===== src/rtl/apfc_pkg.sv =====
// Shared constants and carrier types for the PLL feedback configuration bank
package apfc_pkg;

   localparam int FRAC_W = 27;
   localparam int INT_W  = 10;
   localparam int FRAC_BYTES = 4;
   localparam int INT_BYTES  = 2;

   // Base of the bank in the 32-bit configuration address space
   localparam logic [31:0] APLL_BASE = 32'h0000_0100;

   localparam logic [7:0] OFS_FRAC0 = 8'h00;
   localparam logic [7:0] OFS_FRAC3 = 8'h03;
   localparam logic [7:0] OFS_INT0  = 8'h04;
   localparam logic [7:0] OFS_INT1  = 8'h05;
   localparam logic [7:0] OFS_SDM   = 8'h06;
   localparam logic [7:0] OFS_CFG   = 8'h07;
   localparam logic [7:0] OFS_LPF   = 8'h08;

   localparam logic [FRAC_W-1:0] FRAC_RST = 27'h0000000;
   localparam logic [INT_W-1:0]  INT_RST  = 10'h06C;
   localparam logic [7:0] SDM_RST = 8'h03;
   localparam logic [7:0] CFG_RST = 8'h01;
   localparam logic [7:0] LPF_RST = 8'h76;

   localparam logic [7:0] SDM_MASK = 8'h3F;
   localparam logic [7:0] CFG_MASK = 8'h03;
   localparam logic [7:0] LPF_MASK = 8'hFF;

   localparam int SDM_DITHER_BIT = 5;
   localparam int SDM_SHAPE_BIT  = 4;
   localparam int SDM_GAIN_LSB   = 2;
   localparam int SDM_ORDER_LSB  = 0;
   localparam int CFG_REFSEL_BIT  = 1;
   localparam int CFG_DOUBLER_BIT = 0;
   localparam int LPF_BYPASS_BIT = 7;
   localparam int LPF_CAP_LSB    = 4;
   localparam int LPF_RES_LSB    = 0;

   typedef enum logic [1:0] {
      APFC_ORD_INTEGER,
      APFC_ORD_FIRST,
      APFC_ORD_SECOND,
      APFC_ORD_THIRD
   } apfc_order_t;

   typedef struct packed {
      logic        valid;
      logic        write;
      logic [15:0] addr;
      logic [7:0]  wdata;
   } apfc_acc_t;

   typedef struct packed {
      logic [FRAC_W-1:0] feedback_fraction_value;
      logic [INT_W-1:0]  feedback_integer_value;
      logic              dither_on;
      logic              dither_shaping_on;
      logic [1:0]        dither_gain_code;
      apfc_order_t       modulator_order_code;
      logic              ref_from_external_clock;
      logic              doubler_on;
      logic              vco_filter_bypass;
      logic [2:0]        pole_capacitor_code;
      logic [3:0]        filter_resistor_code;
   } apfc_pll_cfg_t;

endpackage : apfc_pkg


===== src/rtl/apfc_addr_form.sv =====
// Forms the full configuration address and decodes a hit on the bank
`timescale 1ns/100ps
`default_nettype none
module apfc_addr_form
(
   input  wire logic [31:0] page_addr,
   input  wire logic [15:0] addr_lo,
   input  wire logic        addr_two_byte,
   output logic             hit,
   output logic [7:0]       offset
);

   logic [31:0] full_addr;

   always_comb
   begin
      // Page supplies every bit that the serial address does not carry
      if (addr_two_byte)
         full_addr = {page_addr[31:16], addr_lo};             // RULE_16
      else
         full_addr = {page_addr[31:8], addr_lo[7:0]};         // RULE_16
      hit    = (full_addr[31:8] == apfc_pkg::APLL_BASE[31:8]);
      offset = full_addr[7:0];
   end

endmodule : apfc_addr_form
`default_nettype wire


===== src/rtl/apfc_atomic_reg.sv =====
// Byte-written register with staging copy, committed on a top-byte write
`timescale 1ns/100ps
`default_nettype none
module apfc_atomic_reg
#(
   parameter int          NBYTES = 4,
   parameter int          W      = 27,
   parameter logic [W-1:0] RST   = '0
)
(
   input  wire logic                  mclk,
   input  wire logic                  rstn,
   input  wire logic                  wr,
   input  wire logic [1:0]            byte_sel,
   input  wire logic [7:0]            wdata,
   output logic [8*NBYTES-1:0]        view,
   output logic [W-1:0]               live
);

   logic [W-1:0] stage_q;
   logic [8*NBYTES-1:0] stage_wide;
   logic [8*NBYTES-1:0] stage_d;

   always_comb
   begin
      stage_wide = (8*NBYTES)'(stage_q);
      stage_d    = stage_wide;
      stage_d[byte_sel*8 +: 8] = wdata;
      view = stage_wide;
   end

   // Lower bytes wait here; bits above W are dropped so they read as zero
   always_ff @(posedge mclk)
   begin
      if (!rstn)
         stage_q <= RST;
      else if (wr)
         stage_q <= stage_d[W-1:0];                           // RULE_15 RULE_14
   end

   always_ff @(posedge mclk)
   begin
      if (!rstn)
         live <= RST;
      else if (wr && (byte_sel == 2'(NBYTES-1)))
         live <= stage_d[W-1:0];                              // RULE_02 RULE_04
   end

endmodule : apfc_atomic_reg
`default_nettype wire


===== src/rtl/apfc_feedback_regs.sv =====
// PLL feedback divider, modulator, reference and loop-filter register bank
`timescale 1ns/100ps
`default_nettype none
// Operation
// [RULE_01] Hold 27-bit fraction numerator over a fixed two-to-the-27 denominator.
// [RULE_02] Fraction reaches the PLL only when its top byte is written.
// [RULE_03] Integer divider is 10 bits, read-write, resets to 6C hex.
// [RULE_04] Integer value reaches the PLL only when its upper byte is written.
// [RULE_05] Dither enable bit, one enables, resets to zero.
// [RULE_06] Dither shaping bit, one shapes dither, resets to zero.
// [RULE_07] Two-bit dither gain gives one, two, four or eight LSB steps.
// [RULE_08] Two-bit order: integer, first, second, third; resets to third.
// [RULE_09] Reference select: zero crystal input, one external clock; resets zero.
// [RULE_10] Doubler enable bit, one turns doubler on, resets to one.
// [RULE_11] Filter bypass bit: zero keeps current-source filter, one bypasses.
// [RULE_12] Three-bit pole capacitor code, ascending, resets to highest code.
// [RULE_13] Four-bit resistor code, ascending from zero ohm, resets to six.
// [RULE_14] Reserved bits read zero and ignore writes.
// [RULE_15] Lower divider bytes stay staged until the top-byte write commits.
// [RULE_16] One- or two-byte serial address, page register supplies upper bits.
module apfc_feedback_regs
(
   input  wire logic                   mclk,
   input  wire logic                   rstn,
   input  wire apfc_pkg::apfc_acc_t    acc,
   input  wire logic                   addr_two_byte,
   input  wire logic [31:0]            page_addr,
   output logic [7:0]                  rd_data,
   output logic                        rd_valid,
   output apfc_pkg::apfc_pll_cfg_t     pll_cfg
);

   logic        hit;
   logic [7:0]  offset;
   logic        wr_hit;
   logic        frac_wr;
   logic        int_wr;
   logic [1:0]  frac_sel;
   logic [1:0]  int_sel;
   logic [31:0] frac_view;
   logic [15:0] int_view;
   logic [apfc_pkg::FRAC_W-1:0] frac_live;
   logic [apfc_pkg::INT_W-1:0]  int_live;
   logic [7:0]  sdm_q;
   logic [7:0]  cfg_q;
   logic [7:0]  lpf_q;
   logic [7:0]  rd_mux;
   logic [7:0]  rd_data_q;
   logic        rd_valid_q;
   logic [7:0]  rd_off_q;

   apfc_addr_form u_addr
   (
      .page_addr     (page_addr),
      .addr_lo       (acc.addr),
      .addr_two_byte (addr_two_byte),
      .hit           (hit),
      .offset        (offset)
   );

   // Wrapping subtraction keeps the range test unsigned, with no always-true compare at offset zero
   function automatic logic in_span
   (
      input logic [7:0] ofs,
      input logic [7:0] first,
      input int         nbytes
   );
      return 8'(ofs - first) < 8'(nbytes);
   endfunction : in_span

   assign wr_hit  = acc.valid && acc.write && hit;
   assign frac_wr = wr_hit && in_span(offset, apfc_pkg::OFS_FRAC0, apfc_pkg::FRAC_BYTES);
   assign int_wr  = wr_hit && in_span(offset, apfc_pkg::OFS_INT0, apfc_pkg::INT_BYTES);
   assign frac_sel = 2'(offset - apfc_pkg::OFS_FRAC0);
   assign int_sel  = 2'(offset - apfc_pkg::OFS_INT0);

   // Numerator over a fixed 2^27 denominator, committed as one word
   apfc_atomic_reg
   #(
      .NBYTES (apfc_pkg::FRAC_BYTES),
      .W      (apfc_pkg::FRAC_W),
      .RST    (apfc_pkg::FRAC_RST)
   )
   u_frac
   (
      .mclk     (mclk),
      .rstn     (rstn),
      .wr       (frac_wr),                                    // RULE_01
      .byte_sel (frac_sel),
      .wdata    (acc.wdata),
      .view     (frac_view),
      .live     (frac_live)
   );

   apfc_atomic_reg
   #(
      .NBYTES (apfc_pkg::INT_BYTES),
      .W      (apfc_pkg::INT_W),
      .RST    (apfc_pkg::INT_RST)
   )
   u_int
   (
      .mclk     (mclk),
      .rstn     (rstn),
      .wr       (int_wr),                                     // RULE_03
      .byte_sel (int_sel),
      .wdata    (acc.wdata),
      .view     (int_view),
      .live     (int_live)
   );

   always_ff @(posedge mclk)
   begin
      if (!rstn)
         sdm_q <= apfc_pkg::SDM_RST;                          // RULE_08
      else if (wr_hit && (offset == apfc_pkg::OFS_SDM))
         sdm_q <= acc.wdata & apfc_pkg::SDM_MASK;             // RULE_05 RULE_06 RULE_07 RULE_14
   end

   always_ff @(posedge mclk)
   begin
      if (!rstn)
         cfg_q <= apfc_pkg::CFG_RST;                          // RULE_10
      else if (wr_hit && (offset == apfc_pkg::OFS_CFG))
         cfg_q <= acc.wdata & apfc_pkg::CFG_MASK;             // RULE_09 RULE_14
   end

   always_ff @(posedge mclk)
   begin
      if (!rstn)
         lpf_q <= apfc_pkg::LPF_RST;                          // RULE_12 RULE_13
      else if (wr_hit && (offset == apfc_pkg::OFS_LPF))
         lpf_q <= acc.wdata & apfc_pkg::LPF_MASK;             // RULE_11
   end

   // Reads show the staged divider bytes, so software sees what it wrote
   always_comb
   begin
      rd_mux = 8'h00;
      if (hit)
      begin
         unique case (offset)
            8'h00:   rd_mux = frac_view[7:0];
            8'h01:   rd_mux = frac_view[15:8];
            8'h02:   rd_mux = frac_view[23:16];
            8'h03:   rd_mux = frac_view[31:24];
            8'h04:   rd_mux = int_view[7:0];
            8'h05:   rd_mux = int_view[15:8];
            8'h06:   rd_mux = sdm_q;
            8'h07:   rd_mux = cfg_q;
            8'h08:   rd_mux = lpf_q;
            default: rd_mux = 8'h00;
         endcase
      end
   end

   always_ff @(posedge mclk)
   begin
      if (!rstn)
      begin
         rd_data_q  <= 8'h00;
         rd_valid_q <= 1'b0;
         rd_off_q   <= 8'h00;
      end
      else
      begin
         rd_data_q  <= (acc.valid && !acc.write) ? rd_mux : 8'h00;
         rd_valid_q <= acc.valid && !acc.write;
         rd_off_q   <= offset;
      end
   end

   assign rd_data  = rd_data_q;
   assign rd_valid = rd_valid_q;

   always_comb
   begin
      pll_cfg.feedback_fraction_value = frac_live;            // RULE_01
      pll_cfg.feedback_integer_value  = int_live;             // RULE_03
      pll_cfg.dither_on         = sdm_q[apfc_pkg::SDM_DITHER_BIT];            // RULE_05
      pll_cfg.dither_shaping_on = sdm_q[apfc_pkg::SDM_SHAPE_BIT];             // RULE_06
      pll_cfg.dither_gain_code  = sdm_q[apfc_pkg::SDM_GAIN_LSB +: 2];         // RULE_07
      pll_cfg.modulator_order_code =
         apfc_pkg::apfc_order_t'(sdm_q[apfc_pkg::SDM_ORDER_LSB +: 2]);      // RULE_08
      pll_cfg.ref_from_external_clock = cfg_q[apfc_pkg::CFG_REFSEL_BIT];     // RULE_09
      pll_cfg.doubler_on        = cfg_q[apfc_pkg::CFG_DOUBLER_BIT];           // RULE_10
      pll_cfg.vco_filter_bypass = lpf_q[apfc_pkg::LPF_BYPASS_BIT];            // RULE_11
      pll_cfg.pole_capacitor_code  = lpf_q[apfc_pkg::LPF_CAP_LSB +: 3];      // RULE_12
      pll_cfg.filter_resistor_code = lpf_q[apfc_pkg::LPF_RES_LSB +: 4];      // RULE_13
   end
endmodule : apfc_feedback_regs
`default_nettype wire


===== config.mk =====
export PLATFORM = sky130hd
export DESIGN_NAME = apfc_feedback_regs
export DESIGN_NICKNAME = d
export VERILOG_FILES = /design/src/rtl/apfc_pkg.sv /design/src/rtl/apfc_addr_form.sv /design/src/rtl/apfc_atomic_reg.sv /design/src/rtl/apfc_feedback_regs.sv
export SDC_FILE = /design/constraint.sdc
export NUM_CORES = 1
export LEC_CHECK = 0
export ABC_AREA = 1
export BUFFER_PORTS_ARGS = -buffer_cell sky130_fd_sc_hd__clkbuf_2
export CAP_MARGIN = 5
export CORE_MARGIN = 2
export CORE_UTILIZATION = 30
export CTS_BUF_LIST = sky130_fd_sc_hd__clkbuf_8
export DETAILED_ROUTE_END_ITERATION = 6
export GPL_TIMING_DRIVEN = 0
export PLACE_DENSITY = 0.5
export SETUP_SLACK_MARGIN = 0.2
export SLEW_MARGIN = 15
export SYNTH_ARGS = -nofsm -noshare
export SYNTH_HDL_FRONTEND = slang
export SYNTH_SLANG_ARGS = --single-unit

===== constraint.sdc =====
create_clock -name mclk -period 2.1 [get_ports mclk]
set_clock_uncertainty 0.1 [all_clocks]
set_input_delay 0.21 -clock mclk [delete_from_list [all_inputs] [get_ports mclk]]
set_output_delay 0.21 -clock mclk [all_outputs]
set_load 0.005 [all_outputs]

[Yosys cells after proc, flatten, opt, wreduce, memory -nomap -nowiden]
Cells that the tools add are included.
Word-level totals
  bits in registers: 99
  bits in read-only memories: 0
  memories kept: 0
  bits in latches: 0
  input bits: 61
  output and inout bits: 62
  memory bits (writable): 0
Operators by class
  order comparisons: 2
  add/subtract/negate cells: 3
  divide/modulo/power cells: 0
  bitwise operators: 0
  $mul: 0
  shift operators: 4
  muxes and demuxes: 4
  reductions and logical operators: 13
  equal/unequal tests: 11
Operator list (number)
  8-bit one-hot mux with 9 select lines: 1
  5-bit negator with 34-bit output: 2
  8-bit by 34-bit variable shift with 16-bit output, first input constant: 1
  8-bit by 34-bit variable shift with 32-bit output, first input constant: 1
  8-bit by 34-bit indexed part select with 16-bit output: 1
  8-bit by 34-bit indexed part select with 32-bit output: 1
  32-bit bitwise mux: 1
  8-bit by 3-bit equality test with 1-bit output, second input constant: 4
  24-bit by 1-bit equality test with 1-bit output, second input constant: 1
  16-bit bitwise mux: 1
  8-bit by 2-bit equality test with 1-bit output, second input constant: 2
  16-bit two-way mux: 1
  1-bit logical AND: 10
  8-bit by 1-bit equality test with 1-bit output, second input constant: 1
  8-bit by 4-bit equality test with 1-bit output, second input constant: 1
  8-bit zero test: 1
  8-bit by 2-bit less-than comparator with 1-bit output, second input constant: 1
  8-bit by 3-bit less-than comparator with 1-bit output, second input constant: 1
  8-bit by 3-bit subtractor with 8-bit output, second input constant: 1
  3-bit AND reduction: 1
  2-bit by 1-bit equality test with 1-bit output, second input constant: 1
  2-bit equality test, second input constant: 1
  1-bit zero test: 1

[Depth between registers and ports, before layout]
  depth after elaboration: 5
  depth in mapped cells: 11
  mapped depth without buffers: 11

[Cells and area by module]
A second synthesis with hierarchy kept.
Second synthesis, totals
  cell total of the unflattened synthesis: 873
  area, all modules: 5723.0 um^2
By module, submodules not included
  apfc_atomic_reg (u_frac): cells each 426, instances 1, area each 2824.0 um^2
  apfc_feedback_regs: cells each 255, instances 1, area each 1702.9 um^2
  apfc_atomic_reg (u_int): cells each 140, instances 1, area each 959.7 um^2
  apfc_addr_form: cells each 52, instances 1, area each 236.5 um^2

[Worst setup path before layout]
No wires, ideal clock.
  kind: input to register
  start point: input acc[8] (netlist name)
  end point: register lpf_q[1]
  path buffers: 2
  slack: 0.371 ns
  stages: 9
  setup time: 0.138 ns
  arrival time: 1.491 ns
  path through: inv_1 ha_1 buf_2 nand3_1 nor2_1 nand3_2 buf_2 nand2_1 o211ai_1
Between the ends
  longest elaborated chain between the ends: 3
RTL lines
  start: declaration: RTL line apfc_feedback_regs.sv:25  | input wire apfc_pkg::apfc_acc_t acc,
  16-bit two-way mux: RTL line apfc_addr_form.sv:18  | if (addr_two_byte)
  8-bit by 4-bit equality test with 1-bit output: RTL line apfc_feedback_regs.sv:132  | else if (wr_hit && (offset == apfc_pkg::OFS_LPF))
  1-bit logical AND: RTL line apfc_feedback_regs.sv:132
  end signal: assignment: RTL line apfc_feedback_regs.sv:131  | lpf_q <= apfc_pkg::LPF_RST;
  end signal: assignment: RTL line apfc_feedback_regs.sv:133  | lpf_q <= acc.wdata & apfc_pkg::LPF_MASK;
  end: declaration: RTL line apfc_feedback_regs.sv:46  | logic [7:0] lpf_q;
No other way between the ends.
A chain may end at the register's enable or synchronous reset.

[Worst setup path in the final report]
  start point: input acc[8] (netlist name)
  end point: register u_int.live[6]
Between the ends
  longest elaborated chain between the ends: 5
  elaborated cells between the ends (all ways): 10
  classes of those cells: 2 x add/sub; 1 x order compare; 1 x eq/ne; 2 x shift; 2 x mux; 2 x reduce/logical
RTL lines
  16-bit two-way mux *: RTL line apfc_addr_form.sv:18
  8-bit by 3-bit subtractor with 8-bit output *: RTL line apfc_feedback_regs.sv:75  | assign int_sel = 2'(offset - apfc_pkg::OFS_INT0);
  5-bit negator with 34-bit output / 8-bit by 2-bit less-than comparator with 1-bit output (equally long branches): RTL line apfc_atomic_reg.sv:28, apfc_feedback_regs.sv:68
  8-bit by 34-bit indexed part select with 16-bit output (tied with other cells): RTL line apfc_atomic_reg.sv:28  | stage_d[byte_sel*8 +: 8] = wdata;
  16-bit bitwise mux / 1-bit logical AND (equally long branches): RTL line apfc_atomic_reg.sv:28, apfc_atomic_reg.sv:45
  end signal: assignment: RTL line apfc_atomic_reg.sv:46  | live <= stage_d[W-1:0];
  end: declaration: RTL line apfc_atomic_reg.sv:17  | output logic [W-1:0] live
Every way passes the cells marked *; elsewhere a longest branch is shown, timed or not.

==> impl_metrics.env <==
export IMPL_vias=4921
export IMPL_utilization=0.3726
export IMPL_post_cts_buffers=0
export IMPL_yosysMostFrequentCell="nand2_1"
export IMPL_nFillCells=1828
export IMPL_clk_latency_ns=0.40
export IMPL_pin_count=123
export IMPL_die_h_um=133.2
export IMPL_worstPathRequired_ns=2.32
export IMPL_cpPeakStageDelay_ns=0.48
export IMPL_yosysSeqAreaShare=0.3956
export IMPL_placed_area_um2=5851
export IMPL_path_delay_family="buffers and inverters"
export IMPL_cp_num_buf_inv=5
export IMPL_synthesis_area_um2=5010
export IMPL_crit_type="input pin to flop"
export IMPL_power_density_nw_per_um2=560.6
export IMPL_multi_input_area_um2=2401
export IMPL_ys_top_cells_by_area="dfxtp_1 (40%), nand2_1 (16%), inv_1 (8.9%), a21oi_1 (5.5%), nor2_1 (5.3%)"
export IMPL_syn_to_final_growth_pct=22.45
export IMPL_syn_inst=730
export IMPL_drive_gt1_frac=0.2222
export IMPL_dieArea_um2=17750
export IMPL_grt_pass1_wl_mm=25.86
export IMPL_hold_path_class="input pin to flop"
export IMPL_post_route_drc_count=0
export IMPL_numCtsBuffers=9
export IMPL_gr_total_overflow=0
export IMPL_slew_headroom=0.5663
export IMPL_stdcell_count=1084
export IMPL_routed_wl_mm=16.33
export IMPL_crit_fanout=10
export IMPL_die_width_um=133.2
export IMPL_core_area_um2=16470
export IMPL_cts_buffer_depth=2
export IMPL_first_pass_iters=4
export IMPL_power_mw=3.439
export IMPL_dpl_hpwl_mm=12.66
export IMPL_post_drt_wl_per_cell_um=15.06
export IMPL_path_cells="clkbuf_2 -> inv_1 -> ha_1 -> buf_2 -> inv_1 -> buf_2 -> nor3_1 -> a21o_1 -> nand3_1 -> nand3_1"
export IMPL_post_synth_top_area_cell="dfxtp_1"
export IMPL_yosys_top_cells_count="nand2_1 (208), inv_1 (119), dfxtp_1 (99)"
export IMPL_drtIter0Drc=355
export IMPL_finalCriticalPeriod_ns=1.866
export IMPL_critical_path_slowest_cell="nor3_1"
export IMPL_track_usage=0.1895
export IMPL_gp_congestion=0.9666
export IMPL_r2r_cells=4
export IMPL_drv_cap=0
export IMPL_final_area_um2=6135
export IMPL_endpoint_kind="flop"
export IMPL_worst_pin_slew_ns=0.6506
export IMPL_cp_depth=10
export IMPL_cts_sinks=99
export IMPL_run_status="complete, no violations"
export IMPL_start_util=0.3043
export IMPL_synth_flop_cell="dfxtp_1"
export IMPL_synth_edff_count=0
export IMPL_tritoncts="built"
export IMPL_rsz0062_at_grt="yes"
export IMPL_nNetsFinal=924
export IMPL_antenna_found_initial=1
export IMPL_synth_cell_types=34
export IMPL_hold_viol=0
export IMPL_grt_pass1_vias=4665
export IMPL_clock_fmax_mhz=535.9
export IMPL_finalMaxSlewViolations=0
export IMPL_yosys_register_bits=99
export IMPL_critPathArrivalTime_ns=2.09
export IMPL_cts_htree_levels=3
export IMPL_syn_num_nets=795
export IMPL_num_rows=47
export IMPL_grt_max_degree=17
export IMPL_via_per_inst=4.540
export IMPL_async_flop_share=0
export IMPL_fin_crit_sh=0.8885
export IMPL_crit_path_start_kind="input pin"
export IMPL_antenna_left=0
export IMPL_setup_viol=0
export IMPL_hold_depth=3
export IMPL_yosys_area_top_type_share=0.3956
export IMPL_io_buffers=113
export IMPL_clock_root_buffer="clkbuf_8"
export IMPL_cts_clk_slew_worst_paths_ns=0.10
export IMPL_p_leak_nw=3.050
export IMPL_seq_area_um2=1982
export IMPL_vdd_drop_max_v=0.0003726
export IMPL_yosysWarnings=0
export IMPL_synth_avg_cell_area_um2=6.863
export IMPL_numPlacedInstances=1063
export IMPL_n_antenna_cell=0
[kinds of logic after synthesis]
logic type	synth area share
buf+inv	0.1306
fa+ha+maj	0.009990
simple gates	0.2970
compound gates	0.1668
flops	0.3956
[worst reg2reg max path, cell delays in order, from the launching register on]
cell and delay [ns]:
dfxtp_1 0.34, inv_1 0.07, nor3_1 0.37, nor3_1 0.13, nor2_1 0.11
[stage by stage]
step / setup slack [ns] / hold slack (ns) / TNS [ns]
final: 0.2341 / 0.06455 / 0
after CTS: 0.2074 / 0.05873 / 0
after global routing: 0.1237 / 0.08975 / 0
after global placement: -0.2836 / 0.3113 / -6.732
after detailed placement: -0.3065 / 0.3133 / -7.204
after floorplan: 0.3708 / 0.1956 / 0
[timing repair]
item                       CTS  global route
hold buffers                 5             0
setup endpoints to repair   12            49
resized for setup            1            10
hold endpoints to repair     4             0
[path summary, 6_finish.rpt]
check | startpoint | to | slack, ns
worst max-delay path | acc[8] | u_int.live[6] | 0.23
worst min-delay path | acc[6] | lpf_q[6] | 0.06
worst max register to register | u_frac.stage_q[23] | rd_data[7] | 0.92
worst min register to register | u_int.live[2] | u_int.live[2] | 0.38
[sequential cells by signal (all words and copies together) (netlist names)]
register        cells
cfg_q               2
lpf_q               8
rd_valid            1
u_int.live         10
u_int.stage_q      10
u_frac.stage_q     27
rd_data             8
u_frac.live        27
sdm_q               6
[per-layer routing]
layer / GRT usage / wire length, um / vias to the layer above
li1: - / - / 2567
met1: 0.2662 / 8047 / 2201
met2: 0.2939 / 7069 / 134
met3: 0.03158 / 880 / 19
met4: 0.06797 / 327 / 0
met5: 0 / 0 / -
[placed cells by master, fill, tap and decap left out, drive strengths merged, types with 4 or more instances in the layout]
master         n
a21oi         75
ha             4
dfxtp         99
o211ai        11
nand3         26
dlygate4sd3    5
clkbuf       134
nor3          19
buf           18
a22oi         12
nor2          78
nand4          9
a32oi          8
o22ai          4
inv          127
o21ai         11
nand2        209
[where the power goes]
group          total, mW  internal (mW)  switching [mW]
combinational      0.251         0.0775           0.174
clock               1.31          0.586           0.725
sequential          1.88           1.88        0.000202
[final cells by class]
type	instances	share of cell area
clock buffer	10	0.02244
tap	220	0.04487
inverter	125	0.07710
multi-input combinational	477	0.3914
timing repair buffer	118	0.1003
buffer	29	0.03039
clock inverter	6	0.01040
sequential	99	0.3231
No activity file was read; power rests on OpenSTA's default activity.
